===== config.mk =====
export PLATFORM = sky130hd
export DESIGN_NAME = backplane_bus
export DESIGN_NICKNAME = d
export VERILOG_FILES = /design/src/backplane_pkg.sv /design/src/clock_gen_if.sv /design/src/backplane_bus.sv /design/src/clock_gen.sv
export SDC_FILE = /design/constraint.sdc
export NUM_CORES = 1
export LEC_CHECK = 0
export BUFFER_PORTS_ARGS = -buffer_cell sky130_fd_sc_hd__buf_2
export CORE_MARGIN = 2
export CORE_UTILIZATION = 25
export CTS_CLUSTER_SIZE = 16
export DETAILED_ROUTE_END_ITERATION = 16
export SYNTH_ARGS = -nofsm -noshare
export SYNTH_HDL_FRONTEND = slang
export SYNTH_SLANG_ARGS = --single-unit

===== constraint.sdc =====
create_clock -name REF_CLK -period 7.2 [get_ports REF_CLK]
set_input_delay 1.44 -clock REF_CLK [delete_from_list [all_inputs] [get_ports REF_CLK]]
set_output_delay 1.44 -clock REF_CLK [all_outputs]
set_load 0.02 [all_outputs]

===== src/backplane_pkg.sv =====
/*
  Constants, types and timing figures shared by the backplane bus
  controller and its clock divider.
  Assumes a single 20 MHz reference clock.
*/
package backplane_pkg;

  // ----------------------------------------------------------------
  // Clocking
  // ----------------------------------------------------------------
  localparam int REF_CLK_HZ        = 20_000_000;
  localparam int PHASE_CLK_HZ      = 1_000_000;
  localparam int BAUD_CLK_HZ       = 19_230;
  localparam int MAINS_HZ_LOW      = 50;
  localparam int MAINS_HZ_HIGH     = 60;
  localparam int PHASE_DIV         = REF_CLK_HZ / PHASE_CLK_HZ;
  localparam int BAUD_DIV          = REF_CLK_HZ / BAUD_CLK_HZ;
  localparam int MAINS_DIV_LOW     = REF_CLK_HZ / MAINS_HZ_LOW;
  localparam int MAINS_DIV_HIGH    = REF_CLK_HZ / MAINS_HZ_HIGH;

  // ----------------------------------------------------------------
  // Address map
  // ----------------------------------------------------------------
  localparam int          ADDR_W      = 16;
  localparam int          DATA_W      = 8;
  localparam int          IRQ_LINES   = 8;
  localparam logic [15:0] IO_BASE     = 16'h8000;
  localparam logic [15:0] IO_LIMIT    = 16'h8FFF;

  // ----------------------------------------------------------------
  // Reset values
  // ----------------------------------------------------------------
  localparam logic [15:0] ADDR_RESET  = 16'h0000;
  localparam logic [7:0]  DATA_RESET  = 8'h00;
  localparam logic [2:0]  IRQ_NONE    = 3'h0;

  typedef enum logic [1:0] {
    XFER_READ,
    XFER_WRITE
  } xfer_dir_type;

  typedef enum {
    ST_IDLE,
    ST_ADDR,
    ST_DATA,
    ST_STOPPED
  } bus_state_type;

endpackage


===== src/clock_gen_if.sv =====
/*
  Carrier between the bus controller and its clock generator.
  Assumes both sit on REF_CLK.
*/
`timescale 1ns/1ps
`default_nettype none

interface clock_gen_if;
  logic phase_clk;
  logic phase_fall;
  logic baud_clk;
  logic mains_tick;
  logic mains_60hz;

  modport gen  (output phase_clk, output phase_fall, output baud_clk,
                output mains_tick, input mains_60hz);
  modport user (input phase_clk, input phase_fall, input baud_clk,
                input mains_tick, output mains_60hz);
endinterface

`default_nettype wire


===== src/backplane_bus.sv =====
/*
  Processor-card end of the card backplane: runs bus cycles requested
  on a simple user port, drives address, strobes and data, hands the
  address bus to an external master, stops on halt, and prioritises
  the interrupt lines.
  Assumes all inputs synchronous to REF_CLK; RST asynchronous, high.
*/
// Notes on behaviour
// Cards are chosen only by the address on the bus, never by slot.
// The data bus is driven only for writes and floats otherwise.
// One 16-line address bus covers memory and I/O alike.
// A low reset line restarts the processor and all cards.
// The reset line is made here and shared by every card.
// All transfers are timed by the one 1 MHz phase clock.
// Read/write is high for read, low for write, and high when idle.
// The valid-address strobe is high only while the address holds.
// Preselect is high for accesses in the I/O region, low elsewhere.
// A mains-rate tick is supplied at 50 or 60 Hz.
// A low bus-release request makes the address bus float.
// Bus-available rests low and rises only when the bus is released.
// A low halt finishes the current cycle, then stops with strobe low.
// A 19230 Hz square wave is provided for the serial adapters.
// Eight low interrupt lines are ranked, line 7 highest.
// The unmaskable line is always served after the current cycle.
// Cards answer only to a strobed address in their own range.
`timescale 1ns/1ps
`default_nettype none

module backplane_bus
  import backplane_pkg::*;
#(
  parameter int ADDR_WIDTH = ADDR_W,
  parameter int DATA_WIDTH = DATA_W
)(
  input  wire logic                  REF_CLK,
  input  wire logic                  RST,
  // User side
  input  wire logic                  REQ_VALID,
  output logic                       REQ_READY,
  input  wire logic                  REQ_WRITE,
  input  wire logic [ADDR_WIDTH-1:0] REQ_ADDR,
  input  wire logic [DATA_WIDTH-1:0] REQ_WDATA,
  input  wire logic                  WAIT_REQ,
  input  wire logic                  MAINS_60HZ,
  input  wire logic                  IRQ_MASK,
  output logic                       RSP_VALID,
  output logic [DATA_WIDTH-1:0]      RSP_RDATA,
  output logic                       IRQ_PENDING,
  output logic [2:0]                 IRQ_LEVEL,
  output logic                       NMI_PENDING,
  input  wire logic                  IRQ_ACK,
  input  wire logic                  NMI_ACK,
  // Backplane
  output logic [ADDR_WIDTH-1:0]      ADDR_O,
  output logic                       ADDR_OE_N,
  input  wire logic [DATA_WIDTH-1:0] DATA_I,
  output logic [DATA_WIDTH-1:0]      DATA_O,
  output logic                       DATA_OE_N,
  output logic                       RESET_N,
  output logic                       PHASE_CLK,
  output logic                       RW,
  output logic                       VALID_ADDRESS_STROBE,
  output logic                       IO_PRESELECT,
  output logic                       MAINS_TICK,
  input  wire logic                  BUS_RELEASE_N,
  output logic                       BUS_AVAILABLE,
  input  wire logic                  HALT_N,
  output logic                       BAUD_CLK,
  input  wire logic [IRQ_LINES-1:0]  PRIORITY_IRQ_N,
  input  wire logic                  NMI_N
);

  clock_gen_if cg ();

  clock_gen u_clock_gen (
    .ref_clk (REF_CLK),
    .rst     (RST),
    .cg      (cg.gen)
  );

  assign cg.mains_60hz = MAINS_60HZ;

  // ----------------------------------------------------------------
  // Helpers
  // ----------------------------------------------------------------
  function automatic logic in_io_region(input logic [ADDR_WIDTH-1:0] a);
    return (a >= IO_BASE) && (a <= IO_LIMIT);
  endfunction

  function automatic logic [2:0] top_irq(input logic [IRQ_LINES-1:0] act);
    logic [2:0] lvl;
    lvl = IRQ_NONE;
    for (int i = 0; i < IRQ_LINES; i++) begin
      if (act[i]) begin
        lvl = 3'(i);
      end
    end
    return lvl;
  endfunction

  typedef struct packed {
    bus_state_type               state;
    logic [ADDR_WIDTH-1:0]       addr;
    logic [DATA_WIDTH-1:0]       wdata;
    logic                        write;
    logic                        io;
    logic                        rsp_valid;
    logic [DATA_WIDTH-1:0]       rdata;
    logic                        released;
    logic                        reset_n;
    logic                        irq_pending;
    logic [2:0]                  irq_level;
    logic                        nmi_pending;
    logic                        nmi_seen_n;
  } bus_ctl_type;

  bus_ctl_type s_reg;
  bus_ctl_type s_next;

  logic [IRQ_LINES-1:0] irq_active;
  logic                 stop_req;

  assign irq_active = ~PRIORITY_IRQ_N;
  assign stop_req   = !HALT_N || WAIT_REQ || !BUS_RELEASE_N;

  // ----------------------------------------------------------------
  // Bus cycle sequencer
  // ----------------------------------------------------------------
  always_comb begin
    s_next           = s_reg;
    s_next.rsp_valid = 1'b0;
    s_next.reset_n   = 1'b1;
    s_next.nmi_seen_n = NMI_N;

    // Edge-triggered unmaskable request; the mask never touches it
    if (s_reg.nmi_seen_n && !NMI_N) begin
      s_next.nmi_pending = 1'b1;
    end else if (NMI_ACK) begin
      s_next.nmi_pending = 1'b0;
    end

    // Level interrupts, re-ranked every cycle so a higher line pre-empts
    s_next.irq_pending = (|irq_active) && !IRQ_MASK;
    s_next.irq_level   = top_irq(irq_active);
    if (IRQ_ACK && !(|irq_active)) begin
      s_next.irq_pending = 1'b0;
    end

    unique case (s_reg.state)
      ST_IDLE: begin
        if (stop_req) begin
          s_next.state    = ST_STOPPED;
          s_next.released = 1'b1;
        end else if (REQ_VALID && cg.phase_fall) begin
          s_next.state = ST_ADDR;
          s_next.addr  = REQ_ADDR;
          s_next.wdata = REQ_WDATA;
          s_next.write = REQ_WRITE;
          s_next.io    = in_io_region(REQ_ADDR);
        end
      end
      ST_ADDR: begin
        if (cg.phase_fall) begin
          s_next.state = ST_DATA;
        end
      end
      ST_DATA: begin
        // Read data taken on the falling phase edge ends the cycle
        if (cg.phase_fall) begin
          s_next.rsp_valid = 1'b1;
          s_next.rdata     = s_reg.write ? DATA_RESET : DATA_I;
          s_next.state     = ST_IDLE;
        end
      end
      ST_STOPPED: begin
        if (!stop_req) begin
          s_next.state    = ST_IDLE;
          s_next.released = 1'b0;
        end
      end
    endcase
  end

  always_ff @(posedge REF_CLK or posedge RST) begin
    if (RST) begin
      s_reg            <= '0;
      s_reg.state      <= ST_IDLE;
      s_reg.addr       <= ADDR_RESET;
      s_reg.wdata      <= DATA_RESET;
      s_reg.rdata      <= DATA_RESET;
      s_reg.irq_level  <= IRQ_NONE;
      s_reg.nmi_seen_n <= 1'b1;
      s_reg.reset_n    <= 1'b0;
    end else begin
      s_reg <= s_next;
    end
  end

  // ----------------------------------------------------------------
  // Backplane drive
  // ----------------------------------------------------------------
  logic in_cycle;

  assign in_cycle = (s_reg.state == ST_ADDR) || (s_reg.state == ST_DATA);

  assign REQ_READY            = (s_reg.state == ST_IDLE) && !stop_req && cg.phase_fall;
  assign RSP_VALID            = s_reg.rsp_valid;
  assign RSP_RDATA            = s_reg.rdata;
  assign IRQ_PENDING          = s_reg.irq_pending;
  assign IRQ_LEVEL            = s_reg.irq_level;
  assign NMI_PENDING          = s_reg.nmi_pending;
  assign ADDR_O               = s_reg.addr;
  assign ADDR_OE_N            = s_reg.released;
  assign DATA_O               = s_reg.wdata;
  assign DATA_OE_N            = !(in_cycle && s_reg.write);
  assign RESET_N              = s_reg.reset_n;
  assign PHASE_CLK            = cg.phase_clk;
  assign RW                   = !(in_cycle && s_reg.write);
  assign VALID_ADDRESS_STROBE = in_cycle;
  assign IO_PRESELECT         = in_cycle && s_reg.io;
  assign MAINS_TICK           = cg.mains_tick;
  assign BUS_AVAILABLE        = s_reg.released;
  assign BAUD_CLK             = cg.baud_clk;

endmodule

`default_nettype wire


===== src/clock_gen.sv =====
/*
  Divider producing the 1 MHz phase clock, the 19230 Hz baud square
  wave and the mains-rate tick from the reference clock.
  Assumes REF_CLK at 20 MHz; RST asynchronous, active high.
*/
`timescale 1ns/1ps
`default_nettype none

module clock_gen
  import backplane_pkg::*;
(
  input  wire logic   ref_clk,
  input  wire logic   rst,
  clock_gen_if.gen    cg
);

  typedef struct packed {
    logic [4:0]  phase_cnt;
    logic [9:0]  baud_cnt;
    logic [18:0] mains_cnt;
    logic        phase_clk;
    logic        phase_fall;
    logic        baud_clk;
    logic        mains_tick;
  } div_state_type;

  div_state_type s_reg;
  div_state_type s_next;

  // ----------------------------------------------------------------
  // Dividers
  // ----------------------------------------------------------------
  always_comb begin
    s_next            = s_reg;
    s_next.phase_fall = 1'b0;
    s_next.mains_tick = 1'b0;
    // Phase clock: high half then low half, one fall flag per period
    if (s_reg.phase_cnt == 5'(PHASE_DIV - 1)) begin
      s_next.phase_cnt = '0;
    end else begin
      s_next.phase_cnt = s_reg.phase_cnt + 5'd1;
    end
    s_next.phase_clk = (s_next.phase_cnt < 5'(PHASE_DIV / 2));
    if (s_reg.phase_cnt == 5'(PHASE_DIV / 2 - 1)) begin
      s_next.phase_fall = 1'b1;
    end
    // Baud square wave toggles twice per period
    if (s_reg.baud_cnt == 10'(BAUD_DIV / 2 - 1)) begin
      s_next.baud_cnt = '0;
      s_next.baud_clk = ~s_reg.baud_clk;
    end else begin
      s_next.baud_cnt = s_reg.baud_cnt + 10'd1;
    end
    // Mains tick, a single-cycle strobe at 50 or 60 Hz
    if (s_reg.mains_cnt >= (cg.mains_60hz ? 19'(MAINS_DIV_HIGH - 1)
                                          : 19'(MAINS_DIV_LOW - 1))) begin
      s_next.mains_cnt  = '0;
      s_next.mains_tick = 1'b1;
    end else begin
      s_next.mains_cnt = s_reg.mains_cnt + 19'd1;
    end
  end

  always_ff @(posedge ref_clk or posedge rst) begin
    if (rst) begin
      s_reg <= '0;
    end else begin
      s_reg <= s_next;
    end
  end

  assign cg.phase_clk  = s_reg.phase_clk;
  assign cg.phase_fall = s_reg.phase_fall;
  assign cg.baud_clk   = s_reg.baud_clk;
  assign cg.mains_tick = s_reg.mains_tick;

endmodule

`default_nettype wire


After elaboration in Yosys (flattened, before gate mapping)

Cells that the tools add are included.

Output and inout bits: 49
Logic and storage cells: 99
Flip-flop bits (word level): 113
Input bits: 52

Bitwise gates (word level): 3
Mux-type cells: 28
Reductions and logical operators: 28
Add/sub/neg operators: 3
Eq/ne operators: 13
$lt $le $gt $ge: 4

Operator list:

| kind                                                             | number |
|---|---|
| 32-bit 2-to-1 mux                                                | 4 |
| 32-bit one-hot mux with 4 select lines                           | 1 |
| 32-bit by 2-bit == test with 1-bit output, second input constant | 3 |
| 32-bit zero test                                                 | 2 |
| 58-bit 2-to-1 mux                                                | 1 |
| 32-bit by 1-bit == test with 1-bit output, second input constant | 1 |
| 32-bit by 3-bit == test with 1-bit output, second input constant | 1 |
| 19-bit by 1-bit adder with 19-bit output, second input constant  | 1 |
| 19-bit >= comparator                                             | 1 |
| 19-bit 2-to-1 mux                                                | 1 |
| 18-bit 2-to-1 mux                                                | 1 |
| 3-bit 2-to-1 mux                                                 | 6 |
| 9-bit 2-to-1 mux                                                 | 2 |
| 16-bit >= comparator, second input constant                      | 1 |
| 16-bit <= comparator, second input constant                      | 1 |
| 10-bit by 1-bit adder with 10-bit output, second input constant  | 1 |
| 10-bit == test, second input constant                            | 1 |
| 10-bit 2-to-1 mux                                                | 1 |
| 1-bit logical AND                                                | 9 |
| 1-bit 2-to-1 mux                                                 | 8 |
| 8-bit 2-to-1 mux                                                 | 1 |
| 8-bit NOT                                                        | 1 |
| 8-bit OR reduction                                               | 1 |
| 1-bit zero test                                                  | 7 |
| 15 further kinds                                                 | 22 |

Longest topological paths before layout

Gate-level depths: netlist of the first run.

Depth in word-level cells: 8
Depth in mapped cells: 8

Hierarchy

From an unflattened synthesis of the first run, not the netlist that was laid out.

Cell total of the unflattened synthesis: 374
Area total of the unflattened synthesis: 4,159.0 µm²

By module, submodules not included:

| module        | area each (µm²) | cells each | instances |
|---|---|---|---|
| backplane_bus | 2,230.9         | 183        | 1 |
| clock_gen     | 1,928.1         | 191        | 1 |

Least setup slack after synthesis of the first run

No wires, ideal clock.

Path kind: input-to-output
Start: in BUS_RELEASE_N
End: out REQ_READY
Slack: 3,880 ps
Arrival: 1,880 ps
Stages on the path: 3
Path buffers: 0
Path through: nand2_1 nor2_1 and3_1

Cells in the longest elaborated chain, start to end: 5

RTL lines:

| element                        | RTL line             | text |
|---|---|---|
| from (decl)                    | backplane_bus.sv:65  | `input wire logic BUS_RELEASE_N,` |
| 1-bit zero test                | backplane_bus.sv:124 | `assign stop_req = !HALT_N \|\| WAIT_REQ \|\| !BUS_RELEASE_N;` |
| 1-bit logical OR               | backplane_bus.sv:124 |  |
| 1-bit zero test                | backplane_bus.sv:206 | `assign REQ_READY = (s_reg.state == ST_IDLE) && !stop_req && cg.phase_fall;` |
| 1-bit logical AND (2 in a row) | backplane_bus.sv:206 |  |
| to (decl)                      | backplane_bus.sv:39  | `output logic REQ_READY,` |

No other way between the ends.

Final worst setup path of the first run

Same ends and word-level chain as after synthesis.

==> flow_summary_export.csv, run 1 <==
group,metric,value,unit
clock_tree,numCtsBuffers,9,
timing,finClkSkew,0.00518,ns
synth,netlist_top_cells_area,"dfrtp_1, mux2_2, buf_4",
floorplan,die_x,131,um
pwr,vdd_drop_max,0.142,mV
clock_tree,insertion_delay,0.34,ns
global_routing,gr-usage-all-layers,0.0979,
synth,async_reset_ff_frac,1.00,
job,max-cap-violations,0,
route,wirelength,7900,um
timing,rsz0062_at_grt,"no",
synth,yosysSeqAreaShare,0.514,
synth,yosysMostFrequentCell,"dfrtp_1",
clock_tree,cts_tree,"done",
route,ant_nets,0,
clock_tree,cts-root-buf,"clkbuf_16",
clock_tree,post_cts_buffers,0,
finish,finalNetCount,513,
synth,ys_top_cells_by_count,"dfrtp_1, buf_4, nor2_1, nand2_1, mux2_2",
clock_tree,path_clk_slew,0.06,ns
placement,port_buffers,99,
route,viasPerCell,4.19,
route,drt_iter0_markers,87,
synth,post_synth_inst_count,375,
clock_tree,clockBufferDepth,2,
global_routing,overflow,0,
worst_setup_path,start_kind,"input port",
clock_tree,cts.sink_count,83,
timing,worst_pin_slew,1.06,ns
synth,syn_area_per_cell,10.8,um2
floorplan,die_area,17200,um2
timing,min_period,3.51,ns
pwr,p_per_area,246,nW/um2
finish,largest_reg_flops,34,
synth,ys.flop_type,"dfrtp_1",
synth,ys_warn_count,0,
placement,gp_congestion,0.736,
worst_setup_path,cp_max_fo,3,
global_routing,antenna_found_initial,0,
synth,synth_edf_count,0,
timing,min_period_over_period,0.487,
synth,synth_nets,445,
floorplan,ios,101,
global_routing,grt_max_degree,84,
timing,fin_setup_tns,0,ns
timing,slew_headroom,0.292,
synth,synth_cell_types,42,
worst_setup_path,critPathKind,"input port to output port",
finish,final_area,4850,um2
route,drt_first_pass_iters,4,
worst_setup_path,end_kind,"output port",
clock_tree,hold_buffers,0,
global_routing,grt_first_pass_wirelength,13600,um
floorplan,start_util,0.255,
timing,hold_violations,0,
timing,max_freq,285,MHz
worst_hold_path,min_path_type,"register to register",
floorplan,rows,46,
clock_tree,cts-htree-levels,3,
route,routedWlPerCell,11.9,um
floorplan,coreArea,15800,um2
worst_setup_path,arrival,2.07,ns
finish,n_antenna_cell,0,
worst_setup_path,crit_required,5.76,ns
timing,slew_viol_final,0,
synth,synth_top_area_frac,0.507,
timing,final-setup-viol-count,0,
pwr,leakage,0.00240,uW
timing,fin_hold_ws,0.464,ns
floorplan,die_height,131,um
placement,placed_area,4520,um2
route,post-route-drc-count,0,
route,via_count,2785,
global_routing,grt_pass1_vias,2845,
placement,hpwl,5730,um
run_status,status,"finished clean",
synth,yosysTopAreaCell,"dfrtp_1",
synth,synth_area,4040,um2
finish,drive_gt1_frac,0.339,
finish,area_delta_synth_final,19.9,%
clock_tree,cts_resized,0,
synth,ys_seq_elements,83,
==> metal layers <==
layer	global-route usage	share of wire	up-vias
met5	0	0	-
met3	0.0359	0.063	10
met2	0.159	0.47	79
li1	-	-	1364
met1	0.116	0.45	1332
met4	0.0435	0.019	0
==> report_power, final <==
part | leakage (uW) | internal, uW | total, uW | switching, uW
logic | 0.00117 | 67.3 | 180 | 113
clock network | 0.000155 | 313 | 499 | 186
registers | 0.00107 | 498 | 515 | 17.6
==> final timing paths <==
kind / start / end / slack (ns) / depth (start not counted)
max in group asynchronous: RST / DATA_O[6]$_DFFE_PP0P_ / 5.07 / 3
worst min register to register: u_clock_gen.s_reg[23]$_DFF_PP0_ / u_clock_gen.s_reg[23]$_DFF_PP0_ / 0.46 / 1
worst min-delay path: u_clock_gen.s_reg[23]$_DFF_PP0_ / u_clock_gen.s_reg[23]$_DFF_PP0_ / 0.46 / 1
worst max register to register: s_reg[44]$_DFFE_PP0P_ / DATA_O[4]$_DFFE_PP0P_ / 4.85 / 6
min in group asynchronous: RST / IRQ_LEVEL[2]$_DFF_PP0_ / 1.40 / 3
worst max-delay path: BUS_RELEASE_N / REQ_READY / 3.69 / 5
==> cell usage in the layout (no fill, tap or decap), types with 5 or more instances in the layout <==
master,count
nand2b_1,10
o21ai_0,15
a21oi_1,8
ha_1,18
dfrtp_1,82
nor3_1,5
clkbuf_16,9
xnor2_1,18
nand2_1,28
nor2_1,31
xor2_1,9
buf_2,99
mux2_2,26
inv_1,17
nor4_1,6
nand3_1,17
==> per-stage QoR <==
step / worst slack [ns] / utilization / power (uW) / instances
after global placement: 3.67 / 0.286 / 700 / 648
after detailed placement: 3.63 / 0.286 / 707 / 648
after global routing: 3.62 / 0.306 / 1260 / 664
after CTS: 3.70 / 0.306 / 1220 / 664
after floorplan: 3.62 / - / 672 / 375
final: 3.69 / 0.306 / 1190 / 664
==> cell families (layout without fill, tap and decap cells) <==
family | Yosys count | after routing | synth area share
buffers and inverters | 62 | 135 | 0.0928
AND/OR/NAND/NOR | 124 | 124 | 0.156
XOR/XNOR | 27 | 27 | 0.0585
other | 1 | 1 | 0.000927
flip-flops | 83 | 83 | 0.514
adder cells (fa/ha/maj) | 18 | 18 | 0.0557
multiplexers | 28 | 28 | 0.0774
AO/OA/AOI/OAI | 32 | 32 | 0.0449
==> critical path: stages <==
cell	delay, ns
buf_2	0.09
nand2_1	0.05
nor2_1	0.16
and3_1	0.17
buf_2	0.16
==> layout make-up <==
| cell class | count | area (um2) |
|---|---|---|
| clock buffers | 10 | 239 |
| clock inverters | 6 | 88.8 |
| fillers | 1637 | 11000 |
| inverters | 18 | 68.8 |
| multi-input cells | 230 | 1590 |
| flip-flops and latches | 83 | 2080 |
| well taps | 216 | 270 |
| repair buffers | 101 | 510 |
Power figures use the tool's default switching activity.
==> inputs of run 2 (changes only) <==
- clock period: 7.2 -> 3.54 ns (I/O delays scaled with it)
==> run 2 against run 1 <==
Utilization rose by 0.21 points. Setup slack got worse by 2.5 ns. Power rose by 110%. Count of clock-buffer cells in the layout shrank 1. Worst hold slack lost 0.013 ns. Clock skew down 0.00059 ns. Largest cell class unchanged.
==> flow_summary_export.csv, run 2 (synthesized netlist as in run 1, its figures left out) <==
group,metric,value,unit
pwr,p_per_area,508,nW/um2
floorplan,die_height,131,um
worst_setup_path,critPathKind,"input port to register",
global_routing,grt_pass1_vias,2957,
clock_tree,cts.sink_count,83,
global_routing,antenna_found_initial,2,
timing,min_period,2.34,ns
pwr,vdd_drop_max,0.215,mV
clock_tree,cts_resized,0,
worst_setup_path,end_kind,"register",
worst_setup_path,crit_required,3.77,ns
floorplan,die_area,17200,um2
timing,rsz0062_at_grt,"no",
floorplan,coreArea,15800,um2
placement,hpwl,6020,um
floorplan,ios,101,
clock_tree,cts-root-buf,"clkbuf_16",
worst_setup_path,slowest_delay,0.34,ns
timing,max_freq,427,MHz
timing,fin_setup_tns,0,ns
global_routing,grt_max_degree,41,
clock_tree,numCtsBuffers,9,
clock_tree,hold_buffers,0,
timing,fin_hold_ws,0.451,ns
timing,finClkSkew,0.00459,ns
finish,stdcell_count,668,
pwr,leakage,0.00242,uW
clock_tree,insertion_delay,0.34,ns
finish,final_common_cell,"buf_2",
route,routedWlPerCell,12.1,um
global_routing,grt_first_pass_wirelength,14300,um
placement,port_buffers,99,
timing,final-setup-viol-count,0,
timing,slew_viol_final,0,
worst_setup_path,rrSetupSlack,1.42,ns
worst_setup_path,arrival,2.57,ns
worst_setup_path,path_buf_inv,3,
route,viasPerCell,4.19,
floorplan,die_x,131,um
worst_hold_path,min_path_type,"input port to asynchronous set/reset pin",
worst_setup_path,reg2reg_from,"u_clock_gen.s_reg[4]$_DFF_PP0_",
clock_tree,cts-htree-levels,3,
clock_tree,post_cts_buffers,0,
floorplan,rows,46,
route,via_count,2802,
clock_tree,cts_tree,"done",
worst_setup_path,start_kind,"input port",
global_routing,gr-usage-all-layers,0.103,
route,wl_met2,3900,um
finish,drive_gt1_frac,0.342,
timing,min_period_over_period,0.661,
route,wirelength,8110,um
placement,gp_congestion,0.770,
worst_setup_path,r2r-end,"u_clock_gen.s_reg[22]$_DFF_PP0_",
run_status,status,"finished clean",
route,top_layer,"met4",
finish,area_delta_synth_final,20.7,%
floorplan,start_util,0.255,
finish,final_cell_mix,"buf_2, dfrtp_1, nor2_1, nand2_1, mux2_2",
clock_tree,clockBufferDepth,2,
global_routing,overflow,0,
worst_setup_path,slowest_stage,"nor4_1",
timing,slew_headroom,0.419,
route,met1_length,3500,um
finish,finalNetCount,515,
timing,hold_violations,0,
worst_setup_path,cp_max_fo,11,
route,drt_iter0_markers,115,
worst_setup_path,cp_cell_sequence,"buf_2 -> inv_1 -> ha_1 -> nand4b_1 -> nor4_1 -> o21ai_0 -> nand3b_1 -> buf_4 -> nor2_1",
timing,worst_pin_slew,0.863,ns
route,wl_met3,569,um
worst_setup_path,cpLargestDelayFamily,"simple AND/OR/NAND/NOR gates",
route,ant_nets,0,
worst_setup_path,reg2reg_depth,6,
route,post-route-drc-count,0,
job,max-cap-violations,0,
route,drt_first_pass_iters,4,
placement,dp.cells,650,
finish,fillerInstances,1632,
finish,largest_reg_flops,34,
clock_tree,path_clk_slew,0.06,ns
-- run 2: changes by cell type in the layout (fill, tap and decap cells not counted), sizes merged --
cell,delta
buf,+2
clkinv,+1
clkinvlp,-1
bufinv,+1
diode,+2
clkbuf,-1
-- run 2: cell type report --
cell class / instances / area [um2] / area share
Inverter: 18 / 68.8 / 0.0141
Tap cell: 216 / 270 / 0.0554
Sequential cell: 83 / 2080 / 0.426
Multi-Input combinational cell: 230 / 1590 / 0.326
Clock buffer: 9 / 225 / 0.0461
Clock inverter: 7 / 116 / 0.0238
Timing Repair Buffer: 103 / 526 / 0.108
Antenna cell: 2 / 5.00 / 0.00103
-- run 2: stage by stage --
step | setup WS, ns | total power, uW | utilization | area [um2]
5_1_grt | 0.954 | 2620 | 0.308 | 4880
3_5_place_dp | 0.818 | 1440 | 0.287 | 4540
6_report | 1.20 | 2480 | 0.308 | 4880
2_1_floorplan | 0.697 | 1370 | - | 4040
4_1_cts | 1.18 | 2530 | 0.308 | 4880
3_3_place_gp | 0.880 | 1430 | 0.287 | 4540
-- run 2: worst reg2reg max path, cell delays in order, from the launching register on --
cell and delay [ns]:
dfrtp_1 0.40, ha_1 0.26, nand4_2 0.17, or4_4 0.58, or3_1 0.37, xor2_1 0.17, nor2_2 0.04
-- run 2: metal layers --
metal,global-route usage,up-vias
met3,0.0374,13
li1,-,1369
met5,0,-
met2,0.169,81
met4,0.0465,0
met1,0.119,1339
-- run 2: where the power goes --
| part | switching [uW] | internal (uW) |
|---|---|---|
| sequential | 36.5 | 1010 |
| clock | 373 | 687 |
| combinational | 234 | 138 |
-- run 2: worst max-delay path by stage --
stage               start                               to  slack, ns  cells past startpoint
6_report       MAINS_60HZ  u_clock_gen.s_reg[10]$_DFF_PP0_       1.20                      9
5_1_grt        MAINS_60HZ   u_clock_gen.s_reg[8]$_DFF_PP0_       0.95                      9
4_1_cts        MAINS_60HZ  u_clock_gen.s_reg[10]$_DFF_PP0_       1.18                      9
3_5_place_dp   MAINS_60HZ  u_clock_gen.s_reg[10]$_DFF_PP0_       0.82                      9
3_3_place_gp   MAINS_60HZ   u_clock_gen.s_reg[9]$_DFF_PP0_       0.88                      9
2_1_floorplan         RST            ADDR_OE_N$_DFFE_PP0P_       0.70                      1
